## src/common/hirq_defines.svh

```systemverilog
// Bit positions and reset values for the host interrupt latches
`ifndef HIRQ_DEFINES_SVH
`define HIRQ_DEFINES_SVH
`define HIRQ_BIT_CHAN2   3
`define HIRQ_BIT_PRIMARY 4
`define HIRQ_BIT_AUX     5
`define HIRQ_PORT_RESET  8'h00
`define HIRQ_LATCH_RESET 3'h0
`endif

```

## src/common/hirq_pkg.sv

```systemverilog
// Types shared by the host interrupt latch block
package hirq_pkg;
   typedef struct packed {
      logic       cs1_n;
      logic       cs2_n;
      logic       addr;
      logic       rd_n;
   } hirq_host_bus_s;

   typedef struct packed {
      logic       aux;
      logic       primary;
      logic       chan2;
   } hirq_latch_s;

   typedef enum logic [1:0] {
      HIRQ_SEL_ODR  = 2'b01,
      HIRQ_SEL_STAT = 2'b10
   } hirq_rdsel_e;
endpackage

```

## src/hw/hirq_latches.sv

```systemverilog
// Host interrupt request latches in port four data register bits 3..5
//
// How it works
// - With host_if_enable high, port bits 3..5 act as host irq latches.
// - Chan2 latch sets on firmware read-0-then-write-1, clears on 0 write or out_data_reg_two read.
// - Primary latch sets on read-0-then-write-1, clears on 0 write or out_data_reg_one read.
// - Aux latch sets on read-0-then-write-1, clears on 0 write or out_data_reg_one read.
// - Chip select one low, address low and a falling read strobe clear primary and aux.
// - Chip select two low, address low and a falling read strobe clear chan2.
// - Host and firmware must handshake so they never touch one data register at once.
// - A chip select two read returns out_data_reg_two at address 0, status_reg_two at 1.
`timescale 1ns/1ns
`include "hirq_defines.svh"
module hirq_latches (
   input  wire logic                  clk,
   input  wire logic                  arst_n,
   input  wire logic                  host_if_enable,
   input  wire logic                  fw_rd,
   input  wire logic                  fw_wr,
   input  wire logic [7:0]            fw_wdata,
   output logic      [7:0]            port_four_data_reg,
   input  wire hirq_pkg::hirq_host_bus_s host_bus,
   input  wire logic [7:0]            out_data_reg_two,
   input  wire logic [7:0]            status_reg_two,
   output logic      [7:0]            host_rdata,
   output logic      [2:0]            host_irq_pins
);
   // Host pins are asynchronous: two flops before any use
   hirq_pkg::hirq_host_bus_s s1_q, s2_q, s3_q;
   hirq_pkg::hirq_latch_s    lat_q, lat_d, armed_q, armed_d;
   logic [7:0]               port_q, port_d, rdata_q, rdata_d;
   logic [2:0]               pins_q, pins_d;
   logic                     rd_fall, clr_one, clr_two;

   function automatic logic latch_next(input logic cur, input logic armed,
                                       input logic wr, input logic wbit,
                                       input logic host_clr);
      logic n;
      n = cur;
      if (wr && !wbit)
         n = 1'b0;
      else if (wr && wbit && armed)
         n = 1'b1;
      // Firmware set wins over a simultaneous host clear
      if (host_clr && !(wr && wbit && armed))
         n = 1'b0;
      return n;
   endfunction

   always_comb begin
      rd_fall = s3_q.rd_n && !s2_q.rd_n;
      clr_one = rd_fall && !s2_q.cs1_n && !s2_q.addr && host_if_enable;
      clr_two = rd_fall && !s2_q.cs2_n && !s2_q.addr && host_if_enable;

      // Read-0 arms the set; a write without a read in the same cycle disarms
      armed_d = armed_q;
      if (fw_rd) begin
         armed_d.chan2   = !lat_q.chan2;
         armed_d.primary = !lat_q.primary;
         armed_d.aux     = !lat_q.aux;
      end else if (fw_wr) begin
         armed_d = '0;
      end

      lat_d.chan2   = latch_next(lat_q.chan2, armed_q.chan2, fw_wr,
                         fw_wdata[`HIRQ_BIT_CHAN2], clr_two);
      lat_d.primary = latch_next(lat_q.primary, armed_q.primary, fw_wr,
                         fw_wdata[`HIRQ_BIT_PRIMARY], clr_one);
      lat_d.aux     = latch_next(lat_q.aux, armed_q.aux, fw_wr,
                         fw_wdata[`HIRQ_BIT_AUX], clr_one);

      port_d = port_q;
      if (fw_wr)
         port_d = fw_wdata;
      port_d[`HIRQ_BIT_CHAN2]   = lat_d.chan2;
      port_d[`HIRQ_BIT_PRIMARY] = lat_d.primary;
      port_d[`HIRQ_BIT_AUX]     = lat_d.aux;

      // Latches reach the pins only in slave mode
      pins_d = host_if_enable ? {lat_d.aux, lat_d.primary, lat_d.chan2}
                              : 3'h0;

      rdata_d = rdata_q;
      if (!s2_q.cs2_n && !s2_q.rd_n)
         rdata_d = s2_q.addr ? status_reg_two : out_data_reg_two;
   end

   always_ff @(posedge clk or negedge arst_n) begin
      if (!arst_n) begin
         s1_q    <= '1;
         s2_q    <= '1;
         s3_q    <= '1;
         lat_q   <= `HIRQ_LATCH_RESET;
         armed_q <= '0;
         port_q  <= `HIRQ_PORT_RESET;
         pins_q  <= `HIRQ_LATCH_RESET;
         rdata_q <= 8'h00;
      end else begin
         s1_q    <= host_bus;
         s2_q    <= s1_q;
         s3_q    <= s2_q;
         lat_q   <= lat_d;
         armed_q <= armed_d;
         port_q  <= port_d;
         pins_q  <= pins_d;
         rdata_q <= rdata_d;
      end
   end

   assign port_four_data_reg = port_q;
   assign host_irq_pins      = pins_q;
   assign host_rdata         = rdata_q;
endmodule

```

## config.mk

```make
export PLATFORM = sky130hd
export DESIGN_NAME = hirq_latches
export DESIGN_NICKNAME = d
export VERILOG_FILES = /design/src/common/hirq_pkg.sv /design/src/hw/hirq_latches.sv
export VERILOG_INCLUDE_DIRS = /design/src /design/src/common
export SDC_FILE = /design/constraint.sdc
export NUM_CORES = 1
export LEC_CHECK = 0
export BUFFER_PORTS_ARGS = -buffer_cell sky130_fd_sc_hd__buf_2
export CAP_MARGIN = 30
export CORE_MARGIN = 1
export CORE_UTILIZATION = 49
export CTS_CLUSTER_DIAMETER = 100
export DETAILED_ROUTE_END_ITERATION = 7
export PLACE_DENSITY_LB_ADDON = 0.05
export SYNTH_ARGS = -nofsm -noshare
export SYNTH_HDL_FRONTEND = slang
export SYNTH_SLANG_ARGS = --single-unit
```

## constraint.sdc

```tcl
create_clock -name clk -period 2.4 [get_ports clk]
set_input_delay 0.48 -clock clk [delete_from_list [all_inputs] [get_ports clk]]
set_output_delay 0.48 -clock clk [all_outputs]
set_load 0.1 [all_outputs]
```

# --- Yosys cells after proc, flatten, opt, wreduce, memory -nomap -nowiden ---
# Cells that the tools add are included.
totals:
  register_bits: 34
  input_bits: 33
  out_inout_bits: 19
  word_cells: 66
op_classes:
  muxes: 13
  n_reduce_logical: 34
ops:
  columns: ["operator", "count"]
  rows:
  - ["1-bit logical AND", 20]
  - ["1-bit zero test", 13]
  - ["1-bit two-way mux", 9]
  - ["3-bit two-way mux", 3]
  - ["8-bit two-way mux", 1]
  - ["2-bit nonzero test", 1]

# --- Logic depth before layout (Yosys ltp) ---
# Gate-level depths: netlist of run 1.
logic_depth:
  depth_word: 8
  depth_mapped: 4
  ltp_nobuf: 2

# --- Worst setup path before layout of run 1 ---
# OpenSTA, ideal clock, no wires.
synth_timing:
  path_type: "reg-to-reg"
  start: "register, netlist name port_four_data_reg[4]"
  end: "register pins_q[1] (netlist: host_irq_pins[1])"
  setup_time_ns: 0.111
  t_arrival_ns: 1.396
  required_ns: 2.289
  slack_ns: 0.893
  stages_incl_launch_ff: 3
  n_path_buf: 0
  synth_period_minus_slack_ns: 1.507
  path_cell_list: "dfrtp_1 -> a21oi_1 -> a2111oi_2"
synth_rtl:
  columns: ["item", "line", "source"]
  rows:
  - ["end signal, assigned", "hirq_latches.sv:96", "pins_q <= `HIRQ_LATCH_RESET;"]
  - ["end signal, assigned", "hirq_latches.sv:105", "pins_q <= pins_d;"]
  - ["end, declared", "hirq_latches.sv:32", "logic [2:0] pins_q, pins_d;"]

# --- Worst setup path after layout of run 1 ---
layout_timing:
  start: "register port_q[3] (netlist: port_four_data_reg[3])"
  end: "output port port_four_data_reg[3]"
layout_rtl:
  columns: ["item", "line", "source"]
  rows:
  - ["start, declared", "hirq_latches.sv:31", "logic [7:0] port_q, port_d, rdata_q, rdata_d;"]
  - ["start signal, assigned", "hirq_latches.sv:95", "port_q <= `HIRQ_PORT_RESET;"]
  - ["start signal, assigned", "hirq_latches.sv:104", "port_q <= port_d;"]
  - ["end, declared", "hirq_latches.sv:21", "output logic [7:0] port_four_data_reg,"]
# No word-level cell between the ends.

==> results.py, run 1 <==
metrics = {
    "worst_setup_path": {
        "slowest_delay_ns": 0.44,
        "end_kind": "output pin",
        "startpoint_type": "flip-flop",
        "slowest_stage": "buf_2",
        "ff2ff_path_depth": 2,
        "cp_data_arrival_time_ns": 1.15,
        "required_ns": 1.92,
        "cp_cell_sequence": "buf_2",
        "critPathTopFamily": "buffers and inverters",
        "path_buf_inv": 1,
        "worst-path-max-fanout": 3,
        "path_depth": 1,
        "critPathKind": "flip-flop to output pin",
    },
    "sta": {
        "period_share_pct": 67.88,
        "skew_ns": 0.004550,
        "min_period_ns": 1.629,
        "hold_viol_final": 0,
        "worst_pin_slew_ns": 0.6408,
        "setup_tns_ns": 0,
        "fmax_mhz": 613.9,
        "slew_violations": 0,
        "fin_ws_ns": 0.7710,
        "rsz0062_at_grt": "no",
        "max-slew-margin-rel_pct": 57.28,
        "finalSetupViolations": 0,
    },
    "cts": {
        "hold_buffers": 0,
        "clock-root-buffer": "clkbuf_4",
        "clk_pin_slew_worst_paths_ns": 0.09,
        "cts_tree": "yes",
        "cts_buffers": 5,
        "cts_max_path_buffers": 2,
        "htreeDepth": 2,
        "cts_sinks": 31,
        "insertion_delay_ns": 0.32,
        "post_cts_resized": 0,
        "cts_setup_buffers": 0,
    },
    "global_route": {
        "met2_usage_pct": 32.91,
        "grt_pass1_wl_um": 3801,
        "grt_pass1_vias": 869,
        "overflow": 0,
        "grt_use_met3_pct": 8.772,
        "grt_usage_pct": 20.70,
        "grt_max_degree": 32,
        "antenna_found_initial": 0,
        "grt_use_met1_pct": 24.04,
        "top_usage_layer": "met2",
    },
    "pwr": {
        "max-vdd-ir-drop_uv": 778.1,
        "p_per_area_nw_per_um2": 965.8,
        "leakage_nw": 0.7662,
    },
    "yosys": {
        "yosys-top-cells-count": "22 x dfrtp_1, 15 x o21ai_0, 9 x dfstp_2",
        "synth_warnings": 0,
        "syn-cell-area_um2": 1222,
        "synth-simple-area-share_pct": 3.071,
        "synth_top_area_share_pct": 45.04,
        "ys_types": 18,
        "synth-adder-area-share_pct": 0,
        "yosys.area.top_type": "dfrtp_1",
        "synth-compound-area-share_pct": 17.30,
        "ys.flop_type": "dfrtp_1",
        "synth_edf_count": 0,
        "synth_nets": 123,
        "synth_area_leaders": "dfrtp_1 45%, dfstp_2 19%, mux2i_1 6.6%",
        "synth-seq-cells": 31,
        "syn_inst": 90,
        "yosys-mux-area-fraction_pct": 11.16,
        "synth_xor_area_share_pct": 0,
        "async_flop_share_pct": 100.0,
        "syn_area_per_cell_um2": 13.58,
        "synth.most_common_cell": "dfrtp_1",
        "synth_top_family_by_area": "compound AO/OA/AOI/OAI gates",
        "ys_seq_area_share_pct": 64.38,
    },
    "run_status": {
        "outcome": "completed",
    },
    "cells_and_area": {
        "layout-area-overhead-vs-synth_pct": 27.94,
        "finalNetCount": 176,
        "multiInputGateArea_um2": 385.4,
        "layout-drive-gt1-share_pct": 52.78,
        "fill_cells": 194,
        "antennaDiodeCount": 0,
        "regArea_um2": 787.0,
    },
    "detailed_routing": {
        "routed_wl_um": 2317,
        "drc": 0,
        "vias": 884,
        "first_pass_iters": 2,
        "drtIter0Drc": 4,
        "antenna_left": 0,
        "viasPerCell": 5.140,
        "wire_per_inst_um": 13.47,
    },
    "die": {
        "die_h_um": 51.95,
        "die_w_um": 51.95,
        "rows": 17,
        "dieArea_um2": 2698,
        "boundaryPins": 52,
        "core_area_um2": 2276,
        "initial_core_util_pct": 53.71,
    },
    "placement": {
        "place.port_buffers": 51,
        "dp_slack_ns": 0.9924,
        "dp_hpwl_um": 1691,
        "gp_congestion": 0.7617,
    },
    "job": {
        "drv_cap": 0,
    },
    "hold_path": {
        "hp-class": "input port to async pin",
    },
}
## cell usage in the layout, fill, tap and decap left out
cell / synthesis / layout
buf_2: 1 / 51
dfrtp_1: 22 / 22
o21ai_0: 15 / 15
dfstp_2: 9 / 9
mux2i_1: 8 / 8
a211oi_1: 6 / 6
mux2_2: 5 / 5
clkbuf_4: 0 / 5
inv_1: 4 / 4
a21oi_1: 3 / 3
nor2b_1: 3 / 3
a2111oi_2: 3 / 3
a22o_1: 3 / 3
and3b_1: 1 / 1
nor2_1: 1 / 1
or2_0: 1 / 1
o21ai_1: 1 / 1
clkinv_2: 0 / 1
bufinv_16: 0 / 1
clkbuf_8: 0 / 1
## metrics by stage
stage / std cells / cell area (um^2) / hold slack, ns / total power, mW / util (%)
6_report: 172 / 1564 / 0.1668 / 1.511 / 68.72
5_1_grt: 172 / 1564 / 0.2066 / 1.576 / 68.72
3_5_place_dp: 164 / 1478 / 0.3472 / 1.106 / 64.93
3_3_place_gp: 164 / 1478 / 0.3460 / 1.098 / 64.93
4_1_cts: 172 / 1564 / 0.1766 / 1.525 / 68.72
2_1_floorplan: 90 / 1222 / 0.1844 / 1.007 / -
## final cells by class
cell class | instances | share of cell area (%)
clock buffers | 6 | 3.280
well taps | 28 | 2.240
multi-input cells | 50 | 24.64
flip-flops and latches | 31 | 50.32
clock inverters | 2 | 2.240
inverters | 4 | 0.9600
repair buffers | 51 | 16.32
## path summary, 6_finish.rpt
check | from | to | slack [ns]
max | port_four_data_reg[3] | port_four_data_reg[3] | 0.77
min reg2reg | s1_q[1] | s2_q[1] | 0.35
max in group asynchronous | arst_n | host_rdata[0] | 1.82
max reg2reg | s2_q[1] | host_irq_pins[0] | 0.98
min | arst_n | armed_q[0] | 0.17
min in group clk | host_bus[1] | s1_q[1] | 0.25
## cell families (layout without fill, tap and decap cells)
| kind of cell | count (synthesis) | count (layout) |
|---|---|---|
| flops | 31 | 31 |
| mux | 13 | 13 |
| compound gates | 31 | 31 |
| simple gates | 6 | 6 |
| buf+inv | 9 | 63 |
## power breakdown
part	leakage, nW	total (mW)	switching (mW)	internal, mW
Clock	0.0482	0.417	0.171	0.246
Sequential	0.365	0.622	0.0371	0.585
Combinational	0.353	0.472	0.384	0.0879
Total	0.766	1.51	0.592	0.919
## layer usage
layer / vias to the layer above / share of wire [%] / routed length, um
met3: 2 / 5.9 / 137
met4: 0 / 0.69 / 16
met5: - / 0 / 0
li1: 428 / - / -
met2: 29 / 52 / 1199
met1: 425 / 42 / 964
Note: power is estimated with default switching activity, not from simulation.
==> inputs of run 2 (changes only) <==
Settings changed: ABC_AREA from default to 1, CORE_UTILIZATION 49 to 46.
Clock period 2.4 ns to 1.67 ns, I/O delays scaled along.
==> run 2 against run 1 <==
  * Via count increased by 16%
  * Utilization decreased by 7.6 points
  * Hold slack got worse by 0.14 ns
  * Clock power increased by 5.8%
  * Area after synthesis decreased by 0.20%
  * Synthesized cell count increased by 34%
  * Largest cell class unchanged
  * Wire length increased by 3.8%
  * Highest routed layer unchanged
  * Sequential power increased by 41%
  * Register-to-register slack got worse by 0.42 ns
==> results.py, run 2 <==
metrics = {
    "run_status": {
        "outcome": "completed",
    },
    "sta": {
        "rsz0062_at_grt": "no",
        "min_period_ns": 1.457,
        "skew_ns": 0.01226,
        "worst_hold_slack_ns": 0.02319,
        "setup_tns_ns": 0,
        "fmax_mhz": 686.2,
        "slew_violations": 0,
        "period_share_pct": 87.27,
        "worst_pin_slew_ns": 0.6437,
        "max-slew-margin-rel_pct": 57.09,
        "finalSetupViolations": 0,
        "hold_viol_final": 0,
    },
    "yosys": {
        "synth-seq-cells": 31,
        "syn_inst": 121,
        "ys_seq_area_share_pct": 64.51,
        "synth-simple-area-share_pct": 20.92,
        "synth_edf_count": 0,
        "yosys.area.top_type": "dfrtp_1",
        "synth-adder-area-share_pct": 0,
        "ys_types": 18,
        "synth_nets": 154,
        "synth_area_leaders": "dfrtp_1 45%, dfstp_2 19%, nand2_1 11%",
        "synth_top_family_by_area": "simple AND/OR/NAND/NOR gates",
        "synth_warnings": 0,
        "synth_top_area_share_pct": 45.13,
        "yosys-top-cells-count": "37 x nand2_1, 22 x dfrtp_1, 12 x nor2_1",
        "synth-compound-area-share_pct": 7.179,
        "syn_area_per_cell_um2": 10.08,
        "async_flop_share_pct": 100.0,
        "syn-cell-area_um2": 1220,
        "synth.most_common_cell": "nand2_1",
        "synth_xor_area_share_pct": 0,
        "yosys-mux-area-fraction_pct": 0,
        "ys.flop_type": "dfrtp_1",
    },
    "cts": {
        "insertion_delay_ns": 0.33,
        "clock-root-buffer": "clkbuf_4",
        "clk_pin_slew_worst_paths_ns": 0.10,
        "cts_sinks": 31,
        "cts_buffers": 5,
        "hold_buffers": 0,
        "cts_setup_buffers": 0,
        "cts_max_path_buffers": 2,
        "post_cts_resized": 0,
        "htreeDepth": 2,
        "cts_tree": "yes",
    },
    "worst_setup_path": {
        "required_ns": 1.34,
        "startpoint_type": "flip-flop",
        "path_buf_inv": 1,
        "worst-path-max-fanout": 2,
        "critPathKind": "flip-flop to output pin",
        "cp_cell_sequence": "buf_2",
        "cp_data_arrival_time_ns": 1.12,
        "slowest_delay_ns": 0.43,
        "critPathTopFamily": "buffers and inverters",
        "end_kind": "output pin",
        "ff2ff_setup_slack_ns": 0.56,
        "slowest_stage": "buf_2",
    },
    "cells_and_area": {
        "mostFrequentLayoutCell": "buf_2",
        "finish.utilization_pct": 61.16,
        "fin_area_um2": 1529,
        "layout-area-overhead-vs-synth_pct": 25.33,
        "layout-drive-gt1-share_pct": 42.05,
        "antennaDiodeCount": 0,
        "mostFrequentLayoutCells": "51 x buf_2, 37 x nand2_1, 22 x dfrtp_1",
        "finalNetCount": 208,
    },
    "global_route": {
        "grt_use_met1_pct": 24.58,
        "top_usage_layer": "met2",
        "met2_usage_pct": 28.75,
        "antenna_found_initial": 0,
        "grt_use_met3_pct": 5.747,
        "grt_usage_pct": 19.40,
        "grt_pass1_vias": 879,
        "overflow": 0,
        "grt_max_degree": 32,
        "grt_pass1_wl_um": 3719,
    },
    "placement": {
        "dp_hpwl_um": 1794,
        "placed_area_um2": 1469,
        "place.port_buffers": 51,
        "gp_congestion": 0.7757,
    },
    "hold_path": {
        "hp-class": "input port to async pin",
    },
    "job": {
        "drv_cap": 0,
    },
    "pwr": {
        "intPower_mw": 1.150,
        "p_sw_share_pct": 41.73,
        "p_per_area_nw_per_um2": 1291,
        "p_comb_share_pct": 33.2,
        "leakage_nw": 0.8100,
        "power_frac_clock_pct": 22.4,
        "p_switching_mw": 0.8237,
        "pwr-share-seq_pct": 44.5,
        "fin_total_pwr_mw": 1.974,
        "max-vdd-ir-drop_uv": 777.6,
    },
    "die": {
        "die_h_um": 53.50,
        "boundaryPins": 52,
        "rows": 18,
        "initial_core_util_pct": 48.80,
        "dieArea_um2": 2862,
        "die_w_um": 53.50,
        "core_area_um2": 2500,
    },
    "detailed_routing": {
        "routed_wl_um": 2404,
        "viasPerCell": 4.971,
        "antenna_left": 0,
        "drtIter0Drc": 9,
        "first_pass_iters": 4,
        "vias": 1024,
        "wire_per_inst_um": 11.67,
        "drc": 0,
    },
}
==> run 2: cell count changes in the layout (fill, tap and decap cells not counted), moves of 5 or more <==
cell	delta
a31oi_1	+8
o21ai_0	-12
nor2_1	+11
mux2i_1	-8
inv_1	+6
mux2_2	-5
nand3_1	+7
nand2_1	+37
a211oi_1	-6
==> run 2: worst paths after layout <==
check,cells after the start,endpoint,start
worst max-delay path,1,port_four_data_reg[2],port_four_data_reg[2]
worst min-delay path,1,port_four_data_reg[2],arst_n
worst max register to register,3,host_rdata[6],s2_q[1]
worst min register to register,0,s2_q[1],s1_q[1]
max in group asynchronous,1,host_rdata[4],arst_n
min in group clk,1,s1_q[3],host_bus[3]
==> run 2: final cells by class <==
class / count / area, um^2
Clock inverter: 1 / 5.005
Multi-Input combinational cell: 75 / 342.8
Sequential cell: 31 / 787.0
Tap cell: 30 / 37.54
Timing Repair Buffer: 51 / 255.2
Clock buffer: 7 / 55.05
Inverter: 11 / 46.29
Fill cell: 228 / 970.9
==> run 2: routing by layer <==
| metal | vias up | routed length [um] |
|---|---|---|
| li1 | 495 | - |
| met1 | 487 | 1048 |
| met2 | 36 | 1136 |
| met3 | 6 | 173 |
| met4 | 0 | 45 |
| met5 | - | 0 |
==> run 2: per-stage QoR <==
step / instances / setup slack (ns)
2_1_floorplan: 121 / 0.2704
3_3_place_gp: 198 / 0.5747
3_5_place_dp: 198 / 0.5666
4_1_cts: 206 / 0.1960
5_1_grt: 206 / 0.1621
6_report: 206 / 0.2126
==> run 2: cells by family (layout without fill, tap and decap cells) <==
| kind of cell | count (synthesis) | count (layout) |
|---|---|---|
| simple gates | 61 | 61 |
| compound gates | 14 | 14 |
| flops | 31 | 31 |
| buf+inv | 15 | 70 |
==> run 2: power groups by stage <==
| stage | Combinational [mW] | Clock [mW] | Sequential (mW) |
|---|---|---|---|
| final | 0.655 | 0.441 | 0.878 |
| after detailed placement | 0.657 | 0 | 0.893 |
| after global placement | 0.652 | 0 | 0.888 |
| after floorplan | 0.112 | 0 | 1.30 |
| after global routing | 0.690 | 0.493 | 0.890 |
| after CTS | 0.658 | 0.453 | 0.879 |
==> inputs of run 3 (changes only) <==
Settings changed: CORE_ASPECT_RATIO from default to 1.75, RECOVER_POWER from default to 25.
==> run 3 against run 2 <==
  * Die area rose by 0.30%
  * Sequential power barely moved
  * Sequential share of layout area fell by 1.7 points
==> results.py, run 3 (synthesis results as in run 2) <==
metrics = {
    "cells_and_area": {
        "finish.utilization_pct": 63.45,
        "finalNetCount": 208,
        "mostFrequentLayoutCell": "buf_2",
        "layout-drive-gt1-share_pct": 42.61,
        "layout-area-overhead-vs-synth_pct": 29.64,
        "mostFrequentLayoutCells": "50 x buf_2, 37 x nand2_1, 22 x dfrtp_1",
        "antennaDiodeCount": 0,
    },
    "cts": {
        "cts_max_path_buffers": 2,
        "cts_buffers": 5,
        "hold_buffers": 0,
        "cts_sinks": 31,
        "htreeDepth": 2,
        "cts_tree": "yes",
        "post_cts_resized": 0,
        "insertion_delay_ns": 0.28,
        "clock-root-buffer": "clkbuf_8",
        "clk_pin_slew_worst_paths_ns": 0.07,
        "cts_setup_buffers": 0,
    },
    "worst_setup_path": {
        "slowest_stage": "buf_2",
        "critPathTopFamily": "buffers and inverters",
        "cp_cell_sequence": "buf_2",
        "path_depth": 1,
        "critPathKind": "flip-flop to output pin",
        "path_buf_inv": 1,
        "end_kind": "output pin",
        "startpoint_type": "flip-flop",
        "ff2ff_path_depth": 4,
        "cp_data_arrival_time_ns": 1.07,
        "required_ns": 1.34,
        "slowest_delay_ns": 0.43,
        "worst-path-max-fanout": 3,
    },
    "die": {
        "initial_core_util_pct": 48.95,
        "rows": 24,
        "core_area_um2": 2492,
        "die_w_um": 40.93,
        "dieArea_um2": 2870,
        "die_h_um": 70.13,
        "boundaryPins": 52,
    },
    "placement": {
        "gp_congestion": 0.6902,
        "dp_hpwl_um": 1889,
        "dp_slack_ns": 0.5553,
        "place.port_buffers": 51,
    },
    "job": {
        "drv_cap": 0,
    },
    "sta": {
        "rsz0062_at_grt": "no",
        "worst_hold_slack_ns": 0.1127,
        "fmax_mhz": 711.7,
        "min_period_ns": 1.405,
        "fin_ws_ns": 0.2649,
        "hold_viol_final": 0,
        "setup_tns_ns": 0,
        "max-slew-margin-rel_pct": 50.18,
        "skew_ns": 0.004462,
        "worst_pin_slew_ns": 0.7473,
        "period_share_pct": 84.14,
        "slew_violations": 0,
        "finalSetupViolations": 0,
    },
    "global_route": {
        "grt_pass1_wl_um": 4064,
        "grt_max_degree": 32,
        "antenna_found_initial": 0,
        "overflow": 0,
        "grt_pass1_vias": 1004,
        "grt_usage_pct": 20.74,
    },
    "pwr": {
        "pwr-share-seq_pct": 38.5,
        "p_sw_share_pct": 37.51,
        "p_comb_share_pct": 28.5,
        "power_frac_clock_pct": 33.0,
        "leakage_nw": 0.8361,
        "p_switching_mw": 0.8585,
        "fin_total_pwr_mw": 2.288,
        "max-vdd-ir-drop_uv": 895.9,
        "p_per_area_nw_per_um2": 1447,
        "intPower_mw": 1.430,
    },
    "detailed_routing": {
        "drc": 0,
        "wire_per_inst_um": 12.15,
        "first_pass_iters": 4,
        "vias": 1005,
        "viasPerCell": 4.975,
        "routed_wl_um": 2454,
        "antenna_left": 0,
        "drtIter0Drc": 11,
    },
    "hold_path": {
        "hp-class": "input port to async pin",
    },
    "run_status": {
        "outcome": "completed",
    },
}
## run 3: cell types whose count changed in the layout (fill, tap and decap cells not counted), sizes merged
cell / previous run / this run
buf: 51 / 50
bufinv: 0 / 1
## run 3: layout make-up
| class | count | area [um^2] |
|---|---|---|
| tap | 26 | 32.53 |
| clock inverter | 2 | 35.03 |
| inverter | 11 | 46.29 |
| clock buffer | 6 | 82.58 |
| timing repair buffer | 51 | 255.2 |
| fill | 221 | 910.9 |
| sequential | 31 | 787.0 |
| multi-input combinational | 75 | 342.8 |
## run 3: worst paths after layout
| check | from | to | slack, ns |
|---|---|---|---|
| setup / recovery | port_four_data_reg[5] | port_four_data_reg[5] | 0.26 |
| hold / removal | arst_n | port_four_data_reg[7] | 0.11 |
| setup reg to reg | s2_q[1] | host_irq_pins[2] | 0.55 |
| hold reg to reg | s1_q[0] | s2_q[0] | 0.36 |
| max in group asynchronous | arst_n | host_rdata[5] | 1.09 |
| min in group clk | host_bus[1] | s1_q[1] | 0.15 |
## run 3: routing by layer
metal,routed length (um),global-route usage [%],up-vias
met4,55,8.889,0
li1,-,-,493
met1,893,20.09,466
met3,139,5.714,5
met2,1365,36.46,41
met5,0,0,-
## run 3: per-stage QoR
| step | std cells | instance area, um^2 |
|---|---|---|
| after floorplan | 121 | 1220 |
| after global placement | 194 | 1464 |
| after detailed placement | 194 | 1464 |
| after CTS | 202 | 1582 |
| after global routing | 202 | 1582 |
| final | 202 | 1582 |
## run 3: power groups by stage
stage                     logic, mW  clock network (mW)  registers [mW]
final                         0.653               0.755           0.881
after global routing          0.689               0.800           0.891
after CTS                     0.658               0.769           0.882
after detailed placement      0.658                   0           0.895
after global placement        0.650                   0           0.891
after floorplan               0.112                   0            1.30
